## config.mk

```make
export PLATFORM = sky130hd
export DESIGN_NAME = cvt_timing_gen
export DESIGN_NICKNAME = d
export VERILOG_FILES = /design/src/design/cvt_pkg.sv /design/src/design/cvt_load_ctr.sv /design/src/design/cvt_timing_gen.sv
export SDC_FILE = /design/constraint.sdc
export NUM_CORES = 1
export LEC_CHECK = 0
export BUFFER_PORTS_ARGS = -buffer_cell sky130_fd_sc_hd__clkbuf_2
export CORE_ASPECT_RATIO = 1.25
export CORE_UTILIZATION = 35
export DETAILED_ROUTE_END_ITERATION = 8
export PLACE_DENSITY_LB_ADDON = 0.2
export SLEW_MARGIN = 20
export SYNTH_ARGS = -nofsm -noshare
export SYNTH_HDL_FRONTEND = slang
export SYNTH_HIERARCHICAL = 1
export SYNTH_SLANG_ARGS = --single-unit
export TNS_END_PERCENT = 30
```

## constraint.sdc

```tcl
create_clock -name sys_clk_i -period 4 [get_ports sys_clk_i]
set_input_delay 0.2 -clock sys_clk_i [delete_from_list [all_inputs] [get_ports sys_clk_i]]
set_output_delay 0.2 -clock sys_clk_i [all_outputs]
set_load 0.02 [all_outputs]
```

## src/design/cvt_pkg.sv

```systemverilog
// constants, types and timing counts for the character video timing generator
//
// Behaviour
// - 4.5 us prescaler carry times timing pulse, hsync and blank start
// - one sweep spans 13 carries, 58.5 us
// - horizontal divider is 4-bit, reloads 7 on carry
// - timing pulse per sweep; hsync 4.5 us later
// - blanking starts at timing pulse, 10-20 us long
// - dot clock runs only while blanking is off
// - composite sync merges hsync and vsync, apart
// - sweep-in-row counter advances once per sweep
// - row reset every 15th sweep, low, delayed
// - row counter advances every 15 sweeps
// - row msb set in lower half of screen
// - 8 blanked sweeps below last displayed sweep
// - seven sync sweeps, then retrace allowance sweeps
// - symbol counter counts strobes; 64 adds bit
// - blanking holds symbol counter at zero
// - symbol and row counts form refresh address
// - dot-blank pulse once per sweep, setting dependent
// - dot counter reloads 6, strobe every tenth dot
// - strobe latches character and advances address
// - 277 sweeps per frame, 240 visible

package cvt_pkg;

   // =====================================================================
   // clock and horizontal time base
   // =====================================================================
   localparam int CLK_PERIOD_NS = 4;         // 250 MHz system clock
   localparam int TICK_NS       = 4500;      // prescaler carry period
   localparam logic [3:0] HDIV_LOAD = 4'h7;  // divider reload value
   localparam int HDIV_SPAN     = 16 - 7;    // counts per divider carry
   localparam int PRE_CYC       = TICK_NS / (CLK_PERIOD_NS * HDIV_SPAN);
   localparam logic [6:0] PRE_LAST = 7'(PRE_CYC - 1);
   localparam int SWEEP_TICKS   = 13;        // carries per sweep
   localparam logic [3:0] HPH_LAST = 4'(SWEEP_TICKS - 1);
   localparam logic [3:0] HPH_PRE  = 4'(SWEEP_TICKS - 2);
   localparam logic [3:0] HPH_SYNC = 4'h0;   // phase holding hsync

   // =====================================================================
   // horizontal blanking and dot generation
   // =====================================================================
   localparam int BLANK_MIN_NS  = 10000;
   localparam int BLANK_MAX_NS  = 20000;
   localparam logic [12:0] BLANK_MIN_CYC =
      13'((BLANK_MIN_NS + CLK_PERIOD_NS - 1) / CLK_PERIOD_NS);
   localparam logic [12:0] BLANK_MAX_CYC = 13'(BLANK_MAX_NS / CLK_PERIOD_NS);
   localparam logic [12:0] BLANK_RST_CYC = 13'hea6;  // 15 us after reset
   localparam logic [3:0]  DOT_DIV_RST   = 4'h1;     // dot every 2 cycles
   localparam logic [3:0]  DOT_LOAD      = 4'h6;     // ten dots per symbol

   // =====================================================================
   // vertical counting
   // =====================================================================
   localparam logic [3:0] SROW_LAST  = 4'he;      // 15 sweeps per row
   localparam logic [8:0] VIS_SWEEPS = 9'h0f0;    // 240 visible sweeps
   localparam logic [8:0] FRAME_LAST = 9'h114;    // 277 sweeps per frame
   localparam logic [8:0] VSYNC_FIRST = 9'h0f8;   // after 8 bottom sweeps
   localparam logic [8:0] VSYNC_END   = 9'h0ff;   // seven sync sweeps
   localparam logic [4:0] SYM_LAST32  = 5'h1f;

   // =====================================================================
   // carriers
   // =====================================================================
   typedef struct packed {
      logic [12:0] blank_len;   // blanking length in clock cycles
      logic [3:0]  dot_div;     // dot period minus one, in cycles
   } cvt_cfg_t;

   typedef struct packed {
      logic tpulse;     // once-per-sweep timing pulse
      logic hsync;
      logic vsync;
      logic csync;
      logic hblank;
      logic vblank;
      logic dot_clk;    // one-cycle dot strobe
      logic eoc;        // end-of-character strobe
      logic dot_blank;
      logic row_rst_n;  // active-low row reset pulse
   } cvt_vid_t;

endpackage : cvt_pkg

```

## src/design/cvt_load_ctr.sv

```systemverilog
// 4-bit loadable binary counter that reloads a preset on carry
`timescale 1ns/1ps
`default_nettype none

module cvt_load_ctr #(
   parameter logic [3:0] LOAD = 4'h0
) (
   input  wire logic       sys_clk_i,  // system clock
   input  wire logic       sys_rst_i,  // async reset, high
   input  wire logic       en_i,       // count enable
   output var  logic [3:0] cnt_o,      // present count
   output var  logic       co_o        // carry, count at all ones
);
   import cvt_pkg::*;

   logic [3:0] cnt_q;

   // =====================================================================
   // count with reload instead of wrapping through zero
   // =====================================================================
   always_ff @(posedge sys_clk_i or posedge sys_rst_i) begin
      if (sys_rst_i) begin
         cnt_q <= LOAD;
      end else if (en_i) begin
         if (cnt_q == 4'hf) begin
            cnt_q <= LOAD;
         end else begin
            cnt_q <= cnt_q + 4'h1;
         end
      end
   end

   // carry is combinational so the parent sees it in the same cycle
   assign cnt_o = cnt_q;
   assign co_o  = (cnt_q == 4'hf);

endmodule : cvt_load_ctr
`default_nettype wire

```

## src/design/cvt_timing_gen.sv

```systemverilog
// raster timing generator: horizontal, dot, symbol and vertical counting
`timescale 1ns/1ps
`default_nettype none

module cvt_timing_gen (
   input  wire logic              sys_clk_i,    // system clock, 250 MHz
   input  wire logic              sys_rst_i,    // async reset, high
   input  wire cvt_pkg::cvt_cfg_t cfg_i,        // blank length, dot rate
   input  wire logic              row64_i,      // 64-symbol jumper pin
   input  wire logic [7:0]        char_i,       // display memory data
   output var  cvt_pkg::cvt_vid_t vid_o,        // sync, blank, strobes
   output var  logic [9:0]        addr_o,       // refresh address
   output var  logic [7:0]        char_o,       // latched character
   output var  logic [3:0]        sweep_row_o,  // sweep within row
   output var  logic [3:0]        row_o         // character row
);
   import cvt_pkg::*;

   // =====================================================================
   // declarations
   // =====================================================================
   cvt_cfg_t    cfg_q;
   logic        r64_s1_q;
   logic        r64_s2_q;
   logic        r64_s3_q;
   logic        row64_q;
   logic [3:0]  hdiv_cnt;
   logic        hdiv_co;
   logic [6:0]  pre_q;
   logic        pre_tick;
   logic [3:0]  hph_q;
   logic        sweep_tick;
   logic        blank_start;
   logic [12:0] blank_cnt_q;
   logic        hblank;
   logic        hblank_prev_q;
   logic [3:0]  ddiv_q;
   logic        dot_tick;
   logic [3:0]  dot_cnt;
   logic        dot_co;
   logic        eoc;
   logic [5:0]  sym_q;
   logic [5:0]  sym_next;
   logic [3:0]  srow_q;
   logic [3:0]  row_q;
   logic [8:0]  line_q;
   logic        frame_wrap;
   logic        row_wrap;
   logic        row_wrap_q;
   logic        vblank;
   logic        vsync;
   logic        hsync;
   logic        dot_blank_q;
   cvt_vid_t    vid_q;
   logic [9:0]  addr_q;
   logic [7:0]  char_q;

   // =====================================================================
   // helper functions
   // =====================================================================
   // keep the blanking length inside the range the monitor tolerates
   function automatic logic [12:0] clamp_blank(input logic [12:0] v);
      logic [12:0] r;
      r = v;
      if (v < BLANK_MIN_CYC) begin
         r = BLANK_MIN_CYC;
      end else if (v > BLANK_MAX_CYC) begin
         r = BLANK_MAX_CYC;
      end
      return r;
   endfunction

   // row and symbol merged into one memory address
   function automatic logic [9:0] refresh_addr(input logic [3:0] row,
                                               input logic [5:0] sym,
                                               input logic       wide);
      logic [9:0] a;
      a = {1'b0, row, sym[4:0]};
      if (wide) begin
         a = {row, sym};
      end
      return a;
   endfunction

   // =====================================================================
   // settings held in the block
   // =====================================================================
   // sampled every cycle; dot rate acts from the next cycle, blank length from the next blank start
   always_ff @(posedge sys_clk_i or posedge sys_rst_i) begin
      if (sys_rst_i) begin
         cfg_q.blank_len <= BLANK_RST_CYC;
         cfg_q.dot_div   <= DOT_DIV_RST;
      end else begin
         cfg_q.blank_len <= clamp_blank(cfg_i.blank_len);
         cfg_q.dot_div   <= cfg_i.dot_div;
      end
   end

   // jumper pin: three flops, accepted once the last two agree
   always_ff @(posedge sys_clk_i or posedge sys_rst_i) begin
      if (sys_rst_i) begin
         r64_s1_q <= 1'b0;
         r64_s2_q <= 1'b0;
         r64_s3_q <= 1'b0;
         row64_q  <= 1'b0;
      end else begin
         r64_s1_q <= row64_i;
         r64_s2_q <= r64_s1_q;
         r64_s3_q <= r64_s2_q;
         if (r64_s2_q == r64_s3_q) begin
            row64_q <= r64_s3_q;
         end
      end
   end

   // =====================================================================
   // horizontal time base
   // =====================================================================
   // first stage: divide by nine by reloading seven on carry
   cvt_load_ctr #(
      .LOAD (HDIV_LOAD)
   ) u_hdiv (
      .sys_clk_i (sys_clk_i),
      .sys_rst_i (sys_rst_i),
      .en_i      (1'b1),
      .cnt_o     (hdiv_cnt),
      .co_o      (hdiv_co)
   );

   // second stage brings the carry out to one every 4.5 us
   always_ff @(posedge sys_clk_i or posedge sys_rst_i) begin
      if (sys_rst_i) begin
         pre_q <= 7'h00;
      end else if (hdiv_co) begin
         if (pre_q == PRE_LAST) begin
            pre_q <= 7'h00;
         end else begin
            pre_q <= pre_q + 7'h01;
         end
      end
   end

   assign pre_tick = hdiv_co && (pre_q == PRE_LAST);

   // sweep phase: thirteen carries make one 58.5 us sweep
   always_ff @(posedge sys_clk_i or posedge sys_rst_i) begin
      if (sys_rst_i) begin
         hph_q <= 4'h0;
      end else if (pre_tick) begin
         if (hph_q == HPH_LAST) begin
            hph_q <= 4'h0;
         end else begin
            hph_q <= hph_q + 4'h1;
         end
      end
   end

   // sweep edge: last carry of a sweep, where hsync begins
   assign sweep_tick  = pre_tick && (hph_q == HPH_LAST);
   assign blank_start = pre_tick && (hph_q == HPH_PRE);
   assign hsync       = (hph_q == HPH_SYNC);

   // =====================================================================
   // horizontal blanking
   // =====================================================================
   // a down counter stands in for the stretching monostable
   always_ff @(posedge sys_clk_i or posedge sys_rst_i) begin
      if (sys_rst_i) begin
         blank_cnt_q <= 13'h0000;
      end else if (blank_start) begin
         blank_cnt_q <= cfg_q.blank_len;
      end else if (blank_cnt_q != 13'h0000) begin
         blank_cnt_q <= blank_cnt_q - 13'h0001;
      end
   end

   assign hblank = (blank_cnt_q != 13'h0000);

   always_ff @(posedge sys_clk_i or posedge sys_rst_i) begin
      if (sys_rst_i) begin
         hblank_prev_q <= 1'b0;
      end else begin
         hblank_prev_q <= hblank;
      end
   end

   // =====================================================================
   // dot generation
   // =====================================================================
   // rate divider is parked at zero while blanked, so the first dot
   // after blanking always lands in the first cycle with the blank off
   always_ff @(posedge sys_clk_i or posedge sys_rst_i) begin
      if (sys_rst_i) begin
         ddiv_q <= 4'h0;
      end else if (hblank) begin
         ddiv_q <= 4'h0;
      end else if (ddiv_q == cfg_q.dot_div) begin
         ddiv_q <= 4'h0;
      end else begin
         ddiv_q <= ddiv_q + 4'h1;
      end
   end

   assign dot_tick = !hblank && (ddiv_q == 4'h0);

   // dot counter: reload six, carry on every tenth dot
   cvt_load_ctr #(
      .LOAD (DOT_LOAD)
   ) u_dot (
      .sys_clk_i (sys_clk_i),
      .sys_rst_i (sys_rst_i),
      .en_i      (dot_tick),
      .cnt_o     (dot_cnt),
      .co_o      (dot_co)
   );

   assign eoc = dot_tick && dot_co;

   // =====================================================================
   // symbol counter
   // =====================================================================
   // in 32-symbol mode the top bit is held clear, so the count wraps
   // at 32 rather than spilling into the next row's addresses
   assign sym_next = sym_q + 6'h01;

   always_ff @(posedge sys_clk_i or posedge sys_rst_i) begin
      if (sys_rst_i) begin
         sym_q <= 6'h00;
      end else if (hblank) begin
         sym_q <= 6'h00;
      end else if (eoc) begin
         sym_q <= {row64_q & sym_next[5], sym_next[4:0]};
      end
   end

   // =====================================================================
   // vertical counting
   // =====================================================================
   assign frame_wrap = sweep_tick && (line_q == FRAME_LAST);
   assign row_wrap   = sweep_tick && (srow_q == SROW_LAST);

   // sweep index within the frame
   always_ff @(posedge sys_clk_i or posedge sys_rst_i) begin
      if (sys_rst_i) begin
         line_q <= 9'h000;
      end else if (frame_wrap) begin
         line_q <= 9'h000;
      end else if (sweep_tick) begin
         line_q <= line_q + 9'h001;
      end
   end

   // sweep within the character row, zeroed every 15th sweep
   always_ff @(posedge sys_clk_i or posedge sys_rst_i) begin
      if (sys_rst_i) begin
         srow_q <= 4'h0;
      end else if (frame_wrap || row_wrap) begin
         srow_q <= 4'h0;
      end else if (sweep_tick) begin
         srow_q <= srow_q + 4'h1;
      end
   end

   // character row, stepped by each completed group of 15 sweeps
   always_ff @(posedge sys_clk_i or posedge sys_rst_i) begin
      if (sys_rst_i) begin
         row_q <= 4'h0;
      end else if (frame_wrap) begin
         row_q <= 4'h0;
      end else if (row_wrap) begin
         row_q <= row_q + 4'h1;
      end
   end

   // remembers that this sweep began with a row reset
   always_ff @(posedge sys_clk_i or posedge sys_rst_i) begin
      if (sys_rst_i) begin
         row_wrap_q <= 1'b0;
      end else if (sweep_tick) begin
         row_wrap_q <= row_wrap || frame_wrap;
      end
   end

   // bottom blanking and sync sweeps; the rest of the retrace blanked
   assign vblank = (line_q >= VIS_SWEEPS);
   assign vsync  = (line_q >= VSYNC_FIRST) && (line_q < VSYNC_END);

   // =====================================================================
   // dot-blank pulse
   // =====================================================================
   // opens as blanking ends and closes on the first strobe, so its
   // place follows the blank length and its width the dot rate;
   // opening wins a tie with a strobe so no sweep loses its pulse
   always_ff @(posedge sys_clk_i or posedge sys_rst_i) begin
      if (sys_rst_i) begin
         dot_blank_q <= 1'b0;
      end else if (hblank_prev_q && !hblank) begin
         dot_blank_q <= 1'b1;
      end else if (eoc) begin
         dot_blank_q <= 1'b0;
      end
   end

   // =====================================================================
   // video outputs
   // =====================================================================
   // all outputs are registered, so each lags its cause by one cycle
   always_ff @(posedge sys_clk_i or posedge sys_rst_i) begin
      if (sys_rst_i) begin
         vid_q <= '0;
         vid_q.row_rst_n <= 1'b1;
      end else begin
         vid_q.tpulse    <= (hph_q == HPH_LAST);
         vid_q.hsync     <= hsync;
         vid_q.vsync     <= vsync;
         vid_q.csync     <= hsync ^ vsync;
         vid_q.hblank    <= hblank;
         vid_q.vblank    <= vblank;
         vid_q.dot_clk   <= dot_tick;
         vid_q.eoc       <= eoc;
         vid_q.dot_blank <= dot_blank_q;
         vid_q.row_rst_n <= !(row_wrap_q && (hph_q == HPH_SYNC));
      end
   end

   // refresh address follows the counters one cycle later
   always_ff @(posedge sys_clk_i or posedge sys_rst_i) begin
      if (sys_rst_i) begin
         addr_q <= 10'h000;
      end else begin
         addr_q <= refresh_addr(row_q, sym_q, row64_q);
      end
   end

   // character latch: holds the current symbol until the next strobe
   always_ff @(posedge sys_clk_i or posedge sys_rst_i) begin
      if (sys_rst_i) begin
         char_q <= 8'h00;
      end else if (eoc) begin
         char_q <= char_i;
      end
   end

   assign vid_o       = vid_q;
   assign addr_o      = addr_q;
   assign char_o      = char_q;
   assign sweep_row_o = srow_q;
   assign row_o       = row_q;

endmodule : cvt_timing_gen
`default_nettype wire

```

# Word level (Yosys, flattened, before mapping)
# Cells that the tools add are included.
# word_totals
inputBits	28
ff_bits	110
latch_bits	0
rom_bits	0
memories	0
out_inout_bits	36
mem_bits_rw	0
word_cells	99
# classes
shift	0
reduce_logical	22
magnitude_cmp	5
n_mux	21
mul	0
eq_ne	9
addsub	10
bitwise_logic	2
div	0
# op_table
operator	n
13-bit two-way mux	4
4-bit two-way mux	9
4-bit by 1-bit adder with 4-bit output (second input constant)	6
4-bit == test (second input constant)	5
9-bit by 8-bit >= comparator with 1-bit output (second input constant)	2
9-bit two-way mux	2
13-bit greater-than comparator (second input constant)	1
13-bit by 12-bit < comparator with 1-bit output (second input constant)	1
13-bit nonzero test	1
13-bit by 1-bit subtractor with 13-bit output (second input constant)	1
6-bit two-way mux	2
2-bit nonzero test	6
1-bit logical AND	10
10-bit two-way mux	1
9-bit by 1-bit adder with 9-bit output (second input constant)	1
9-bit == test (second input constant)	1
9-bit by 8-bit < comparator with 1-bit output (second input constant)	1
4-bit logical NOT	2
7-bit by 1-bit adder with 7-bit output (second input constant)	1
7-bit == test (second input constant)	1
7-bit two-way mux	1
6-bit by 1-bit adder with 6-bit output (second input constant)	1
4-bit == test	1
1-bit logical NOT	2
other kinds (5)	6

# Longest topological paths before layout
# Gate-level depths: netlist (run 1).
# logic_depth
word_depth	6
depth_mapped	9
mapped_depth_nobuf	8

# Modules after synthesis
# Netlist (run 1), hierarchy kept.
# modules_own_cells
mod	seq_area_each_um2	area_per_inst_um2	instances	cells_per_inst
cvt_timing_gen	2563.7	4430.5	1	423
cvt_load_ctr at u_hdiv	103.8	209.0	1	20
cvt_load_ctr at u_dot	102.6	200.2	1	19

# Worst setup path after synthesis (run 1)
# No wires, ideal clock.
# synth_timing
kind	register to register
start	reg u_hdiv.cnt_q[0] (netlist: u_hdiv/cnt_o[0])
end	reg blank_cnt_q[10]
stages_incl_launch_ff	9
path_buffers	1
arrival_time_ns	2.108
period_less_slack_ns	2.237
t_required_ns	3.871
path_slack_ns	1.763
setup_time_ns	0.129
cell_sequence	dfstp_2 -> ha_1 -> and3_1 -> clkbuf_1 -> nand3_1 -> nor2_1 -> nand2_1 -> nand2_1 -> o21ai_0
# synth_via
elab_chain_len	4
elab_cells_between_ends	5
classes_between	1 x eq/ne; 1 x mux; 3 x reduce/logical
# synth_lines
item	line_no	source
start: declaration	cvt_load_ctr.sv:16	logic [3:0] cnt_q;
start signal: assignment	cvt_load_ctr.sv:28	cnt_q <= cnt_q + 4'h1;
4-bit == test *	cvt_load_ctr.sv:35	assign co_o = (cnt_q == 4'hf);
net hdiv_co	cvt_timing_gen.sv:28	logic hdiv_co;
1-bit logical AND *	cvt_timing_gen.sv:143	assign pre_tick = hdiv_co && (pre_q == PRE_LAST);
1-bit logical AND *	cvt_timing_gen.sv:160	assign blank_start = pre_tick && (hph_q == HPH_PRE);
13-bit two-way mux / 2-bit nonzero test (equally long branches)	-	
end signal: assignment	cvt_timing_gen.sv:171	blank_cnt_q <= cfg_q.blank_len;
end signal: assignment	cvt_timing_gen.sv:173	blank_cnt_q <= blank_cnt_q - 13'h0001;
end: declaration	cvt_timing_gen.sv:34	logic [12:0] blank_cnt_q;
# Mark *: on every way through the listed nets, which the timed path passes. The rest lies on a longest branch.
# A chain may end at the register's enable or synchronous reset.

# Worst setup path after layout (run 1)
# layout_timing
start	reg u_hdiv.cnt_q[0] (netlist: u_hdiv/cnt_o[0])
end	reg row_q[3] (netlist: row_o[3])
# layout_via
elab_chain_len	5
elab_cells_between_ends	7
classes_between	1 x eq/ne; 1 x mux; 5 x reduce/logical
# layout_lines
item	line_no	source
4-bit == test *	cvt_load_ctr.sv:35	
net hdiv_co	cvt_timing_gen.sv:28	
1-bit logical AND *	cvt_timing_gen.sv:143	
1-bit logical AND *	cvt_timing_gen.sv:159	assign sweep_tick = pre_tick && (hph_q == HPH_LAST);
1-bit logical AND, on equally long branches	cvt_timing_gen.sv:239, cvt_timing_gen.sv:240	
4-bit two-way mux / 2-bit nonzero test (equally long branches)	-	
end signal: assignment	cvt_timing_gen.sv:271	row_q <= row_q + 4'h1;
end: declaration	cvt_timing_gen.sv:45	logic [3:0] row_q;
# Marked as above.

==> run metrics, run 1 <==
post-cts sizing count 0; GRT Total Usage 0.148; vias per cell 4.99; number of enable flip-flop cells after synthesis 0; Slew Limit Fails 0; antenna viol nets, final 0; post-DP HPWL 7.02 mm; Die W 107 um; Max Fclk 359 MHz; r2r worst-path depth 7; final wirelength 9.62 mm; Fin Clk Skew 0.00659 ns; Critical Path AT 3.05 ns; commonest non-fill, non-tap cell in the layout dfrtp_1; multi-input logic area 1940 um2; worst slew pin tran 0.800 ns; GRT overflow 0; first-pass GRT wire length 16.6 mm; initial DRC count 130; vias post-DR 3547; final critical-path share of the clock period 0.696; slew margin rel. 0.463; Tot Pwr 0.00265 W; largest net degree at the start of global routing 54; Setup Viol. Count Final 0; placer congestion estimate 0.848; syn_area_per_cell 10.5 um2; Syn Nets 506; Most Used Layer, Global Route met2; clock slew at reported path FFs 0.07 ns; Worst path depth 7; Cell Rows 47; Hold Path Stages 1; met2 usage 0.252; setup TNS 0 ns; CTS tree done; worst vdd ir 0.241 mV; I/O pin count 64; WS Path Type reg -> reg; H-tree Lvls 3; Worst Setup Start Kind flip-flop; Post-Syn Area 4840 um2; synthesis-to-layout area growth 18.0%; nets@finish 579; R2R setup slack 1.22 ns; worst path cell trace ha_1 > and3_1 > and3_1 > nand3_1 > nor2_1 > nand3_1 > o21ai_0; met1 Usage GRT 0.178; crit-path max cell delay 0.60 ns; CP max FO 12; Unique masters post-synth 50; # port buffers 63; post-synthesis sequential area ratio 0.572; status finished clean; share of flip-flops with an asynchronous set or reset 1.00; Period minus WS final 2.78 ns; Hold Path Class in -> reg; Req. time, crit path 4.26 ns; vias in the first global route 3530; Synth Flop Type dfrtp_1; Worst-Skew Late Latency 0.34 ns; DRC errors left 0; ANT cells 0; max_cap viols 0; Yosys Warn Count 6; Post-CTS Setup Bufs 0; Initial Util 0.363; Yosys reg bits 110; Syn Inst Count 462; TritonRoute pass-1 iters 4; Sink Count 110; detailed-route wire length per cell 13.5 um; CP bufs+invs 0; Pleak 2.74 nW; most frequent cells in the layout dfrtp_1 (96), nand2_1 (72), clkbuf_2 (63); Num CTS Buffers 9; core area 13300 um2; register area 2770 um2; area of the die 14300 um2; fill cell count 1285; root buf cell clkbuf_16; RSZ-0062 raised after global routing no; maximum root-to-sink buffer count 2; Final Hold Viols 0; antenna violations before repair 0; pwr dens 465 nW/um2; critical path's top delay family simple AND/OR/NAND/NOR gates; layout cells sized above 1 0.206; M3 GR Usage 0.0298; Worst path slowest cell nor2_1; Setup crit end kind flip-flop; die height 133 um
## what timing repair did
item	4_1_cts	5_1_grt
endpoints found under the setup margin	0	0
hold buffers	6	0
endpoints found under the hold margin	30	0
## stage by stage
step                hold WS (ns)  setup slack (ns)  utilization  cells  cell area (um2)
finish                    0.0447              1.22        0.428    711             5710
global route              0.0390             0.904        0.428    711             5710
CTS                       0.0307              1.20        0.428    711             5710
detailed placement         0.174              1.19        0.401    689             5350
global placement           0.170              1.38        0.401    689             5350
floorplan                -0.0361              1.14            -    462             4840
## worst register-to-register path: stages (launching register included)
cell and delay (ns):
dfstp_2 0.57, ha_1 0.24, and3_1 0.36, and3_1 0.29, nand3_1 0.33, nor2_1 0.60
nand3_1 0.13, o21ai_0 0.19
## state kept, by name, summed over array words and instances (netlist names), 4 cells and up
register      flops
addr_o           10
sweep_row_o       4
u_hdiv/cnt_o      4
blank_cnt_q      13
char_o            8
cfg_q            17
ddiv_q            4
pre_q             7
line_q            9
sym_q             6
hph_q             4
row_o             4
vid_o            10
u_dot/cnt_o       4
## report_power, final
| part | switching [W] | leakage [nW] | internal (W) | total (W) |
|---|---|---|---|---|
| combinational | 0.000224 | 1.21 | 0.000176 | 0.000400 |
| sequential | 0.000113 | 1.39 | 0.00125 | 0.00136 |
| clock | 0.000405 | 0.139 | 0.000490 | 0.000895 |
| total | 0.000742 | 2.74 | 0.00191 | 0.00265 |
## logic make-up after synthesis
group                      count (synthesis)  share of synthesized area
DFF                                      110                      0.572
buffers and inverters                     32                     0.0277
and+or+nand+nor                          185                      0.191
other                                      1                   0.000775
adders and majority gates                 17                     0.0434
xor gates and xnor gates                  27                     0.0489
muxes                                      6                     0.0140
AOI/OAI and AO/OA                         84                      0.102
## final timing paths
check / from / endpoint
max: u_hdiv/cnt_o[0]$_DFFE_PP1P_ / row_o[3]$_DFFE_PP0P_
min: cfg_i[16] / cfg_q[16]$_DFF_PP0_
max reg2reg: u_hdiv/cnt_o[0]$_DFFE_PP1P_ / row_o[3]$_DFFE_PP0P_
min reg2reg: r64_s1_q$_DFF_PP0_ / r64_s2_q$_DFF_PP0_
max in group asynchronous: sys_rst_i / blank_cnt_q[2]$_DFFE_PP0P_
min in group asynchronous: sys_rst_i / u_hdiv/cnt_o[3]$_DFFE_PP0P_
## routing by layer
metal / part of all wire / routed length [um] / vias to the layer above
met5: 0 / 0 / -
met2: 0.50 / 4820 / 73
li1: - / - / 1750
met4: 0.020 / 194 / 0
met3: 0.039 / 377 / 14
met1: 0.44 / 4230 / 1710
## cell usage after synthesis, types with 3 or more instances
master    number  share of area
nor3_1         7         0.0072
a31oi_1        6         0.0078
nor2b_1        4         0.0052
ha_1          16          0.041
and3_1        10          0.013
mux2_2         6          0.014
xnor2_1       10          0.018
o21ai_0       44          0.046
dfrtp_1       96           0.50
nand4_1       12          0.016
inv_1         19          0.015
nor2_1        34          0.026
nor4_1         5         0.0065
a21oi_1       14          0.014
nand3_1       15          0.016
nand2b_1       3         0.0039
clkbuf_1       7         0.0054
dfstp_2       14          0.076
o31ai_1        3         0.0047
nand2_1       72          0.056
and2_1         6         0.0078
buf_4          3         0.0047
xor2_1        17          0.031
a41oi_1        4         0.0072
a21o_1         4         0.0062
## cell type report
cell class                 instances  area share
sequential                       110       0.485
multi-input combinational        320       0.339
timing repair buffer              74      0.0723
clock buffer                      10      0.0401
tap                              171      0.0375
inverter                          20      0.0136
clock inverter                     6      0.0125
(Power assumes the default switching activity.)
==> inputs of run 2 (changes only) <==
Clock period 4 ns to 2.35 ns, I/O delays scaled along.
==> run 2 against run 1 <==
  * Die area did not move
  * Cell area grew 3.3%
  * Clock-buffer cell count rose by 2
  * First-iteration DRC count rose by 10%
  * Power grew 71%
  * Final cell count grew 2.5%
  * Fmax up 29%
  * Sequential share of layout area down 1.5 points
  * Global-route usage increased by 0.14 points
  * Critical path depth decreased by 2
  * Sequential power rose by 70%
  * Largest power group unchanged
  * Highest routed layer unchanged
==> run metrics, run 2 (synthesis results as in run 1) <==
vias per cell 4.92; dpl ws 0.0518 ns; first-pass GRT wire length 17.0 mm; largest net degree at the start of global routing 40; Setup crit end kind flip-flop; max_cap viols 0; core area 13300 um2; Setup Viol. Count Final 0; Pleak 2.85 nW; # port buffers 63; Req. time, crit path 2.60 ns; final setup margin 0.193 ns; layout cells sized above 1 0.217; vias in the first global route 3640; clock slew at reported path FFs 0.07 ns; synthesis-to-layout area growth 21.8%; vias post-DR 3585; Clock Power Share 0.333; WS Path Type reg -> reg; Period minus WS final 2.16 ns; TritonRoute pass-1 iters 4; Worst path slowest cell or4_1; maximum root-to-sink buffer count 2; H-tree Lvls 3; Critical Path AT 2.41 ns; most frequent cells in the layout dfrtp_1 (96), nand2_1 (72), clkbuf_2 (63); die height 133 um; Finished Cell Area 5900 um2; final wirelength 9.70 mm; commonest non-fill, non-tap cell in the layout dfrtp_1; pwr dens 768 nW/um2; Sink Count 110; Largest register FFs 17; Sequential Power Share 0.511; nets@finish 597; Sw Pwr 0.00121 W; Sw Share 0.266; Die W 107 um; status finished clean; Initial Util 0.363; final critical-path share of the clock period 0.918; placer congestion estimate 0.915; crit-path max cell delay 0.69 ns; Cell Rows 47; Fin Clk Skew 0.00413 ns; antenna viol nets, final 0; Internal 0.00333 W; placed cell area 5440 um2; Slew Limit Fails 0; Combinational Power Share 0.156; CP max FO 9; worst path cell trace or4_1 > nor3_4 > and2_2 > a41oi_1 > a41oi_1; GRT overflow 0; Largest regs cfg_q (17), blank_cnt_q (13); setup TNS 0 ns; ANT cells 0; initial DRC count 143; I/O pin count 64; Worst-Skew Late Latency 0.34 ns; Max Fclk 464 MHz; Hold Path Class in -> reg; worst vdd ir 0.294 mV; detailed-route wire length per cell 13.3 um; antenna violations before repair 0; slew margin rel. 0.567; area of the die 14300 um2; RSZ-0062 raised after global routing no; Final Hold Viols 0; Layout Utilization 0.442; CTS tree done; root buf cell clkbuf_16; GRT Total Usage 0.149; Num CTS Buffers 9; post-DP HPWL 7.09 mm; worst slew pin tran 0.641 ns; DRC errors left 0; Worst Setup Start Kind flip-flop; Biggest register cfg_q; Most Frequent Cell on Critical Path a41oi_1
-- run 2: power by group through the flow --
stage	registers, W	logic, W	clock network [W]
CTS	0.00232	0.000713	0.00157
finish	0.00231	0.000708	0.00151
detailed placement	0.00235	0.000691	0
floorplan	0.00234	0.000471	0
global route	0.00235	0.000802	0.00165
global placement	0.00234	0.000661	0
-- run 2: final timing paths --
kind | startpoint | slack, ns | endpoint | depth (start not counted)
setup / recovery | blank_cnt_q[6]$_DFFE_PP0P_ | 0.19 | u_dot/cnt_o[3]$_DFFE_PP0P_ | 5
hold / removal | cfg_i[9] | 0.01 | cfg_q[9]$_DFF_PP1_ | 2
setup reg to reg | blank_cnt_q[6]$_DFFE_PP0P_ | 0.19 | u_dot/cnt_o[3]$_DFFE_PP0P_ | 5
hold reg to reg | r64_s1_q$_DFF_PP0_ | 0.38 | r64_s2_q$_DFF_PP0_ | 0
max in group asynchronous | sys_rst_i | 1.24 | vid_o[0]$_DFF_PP1_ | 4
min in group asynchronous | sys_rst_i | 0.27 | u_dot/cnt_o[3]$_DFFE_PP0P_ | 3
-- run 2: metal layers --
metal  up-vias  track usage  share of wire
li1       1779            -              -
met1      1727        0.181           0.45
met2        64        0.256           0.50
met3        15       0.0210          0.027
met4         0       0.0761          0.021
met5         -            0              0
-- run 2: critical path, delay by kind of cell, from the launching register on --
| family | cells | cell delay, ns |
|---|---|---|
| AOI/OAI and AO/OA | 2 | 0.31 |
| DFF | 1 | 0.42 |
| and+or+nand+nor | 3 | 1.35 |
-- run 2: layout make-up --
class / count / area (um2)
Sequential cell: 110 / 2770
Fill cell: 1254 / 7450
Tap cell: 171 / 214
Timing Repair Buffer: 92 / 596
Clock inverter: 4 / 45.0
Multi-Input combinational cell: 320 / 1940
Clock buffer: 12 / 256
Inverter: 20 / 78.8
-- run 2: what timing repair did --
item | in CTS | in global routing
buffers inserted | 0 | 0
setup endpoints to repair | 0 | 2
resized for setup | 0 | 1
hold buffers | 15 | 0
hold endpoints to repair | 45 | 0
-- run 2: through the flow --
stage	hold WS [ns]	instances	power, W
after floorplan	-0.119	462	0.00281
after global placement	0.0845	698	0.00300
after detailed placement	0.0808	698	0.00304
after CTS	0.00151	729	0.00459
after global routing	0.00770	729	0.00480
final	0.0117	729	0.00453
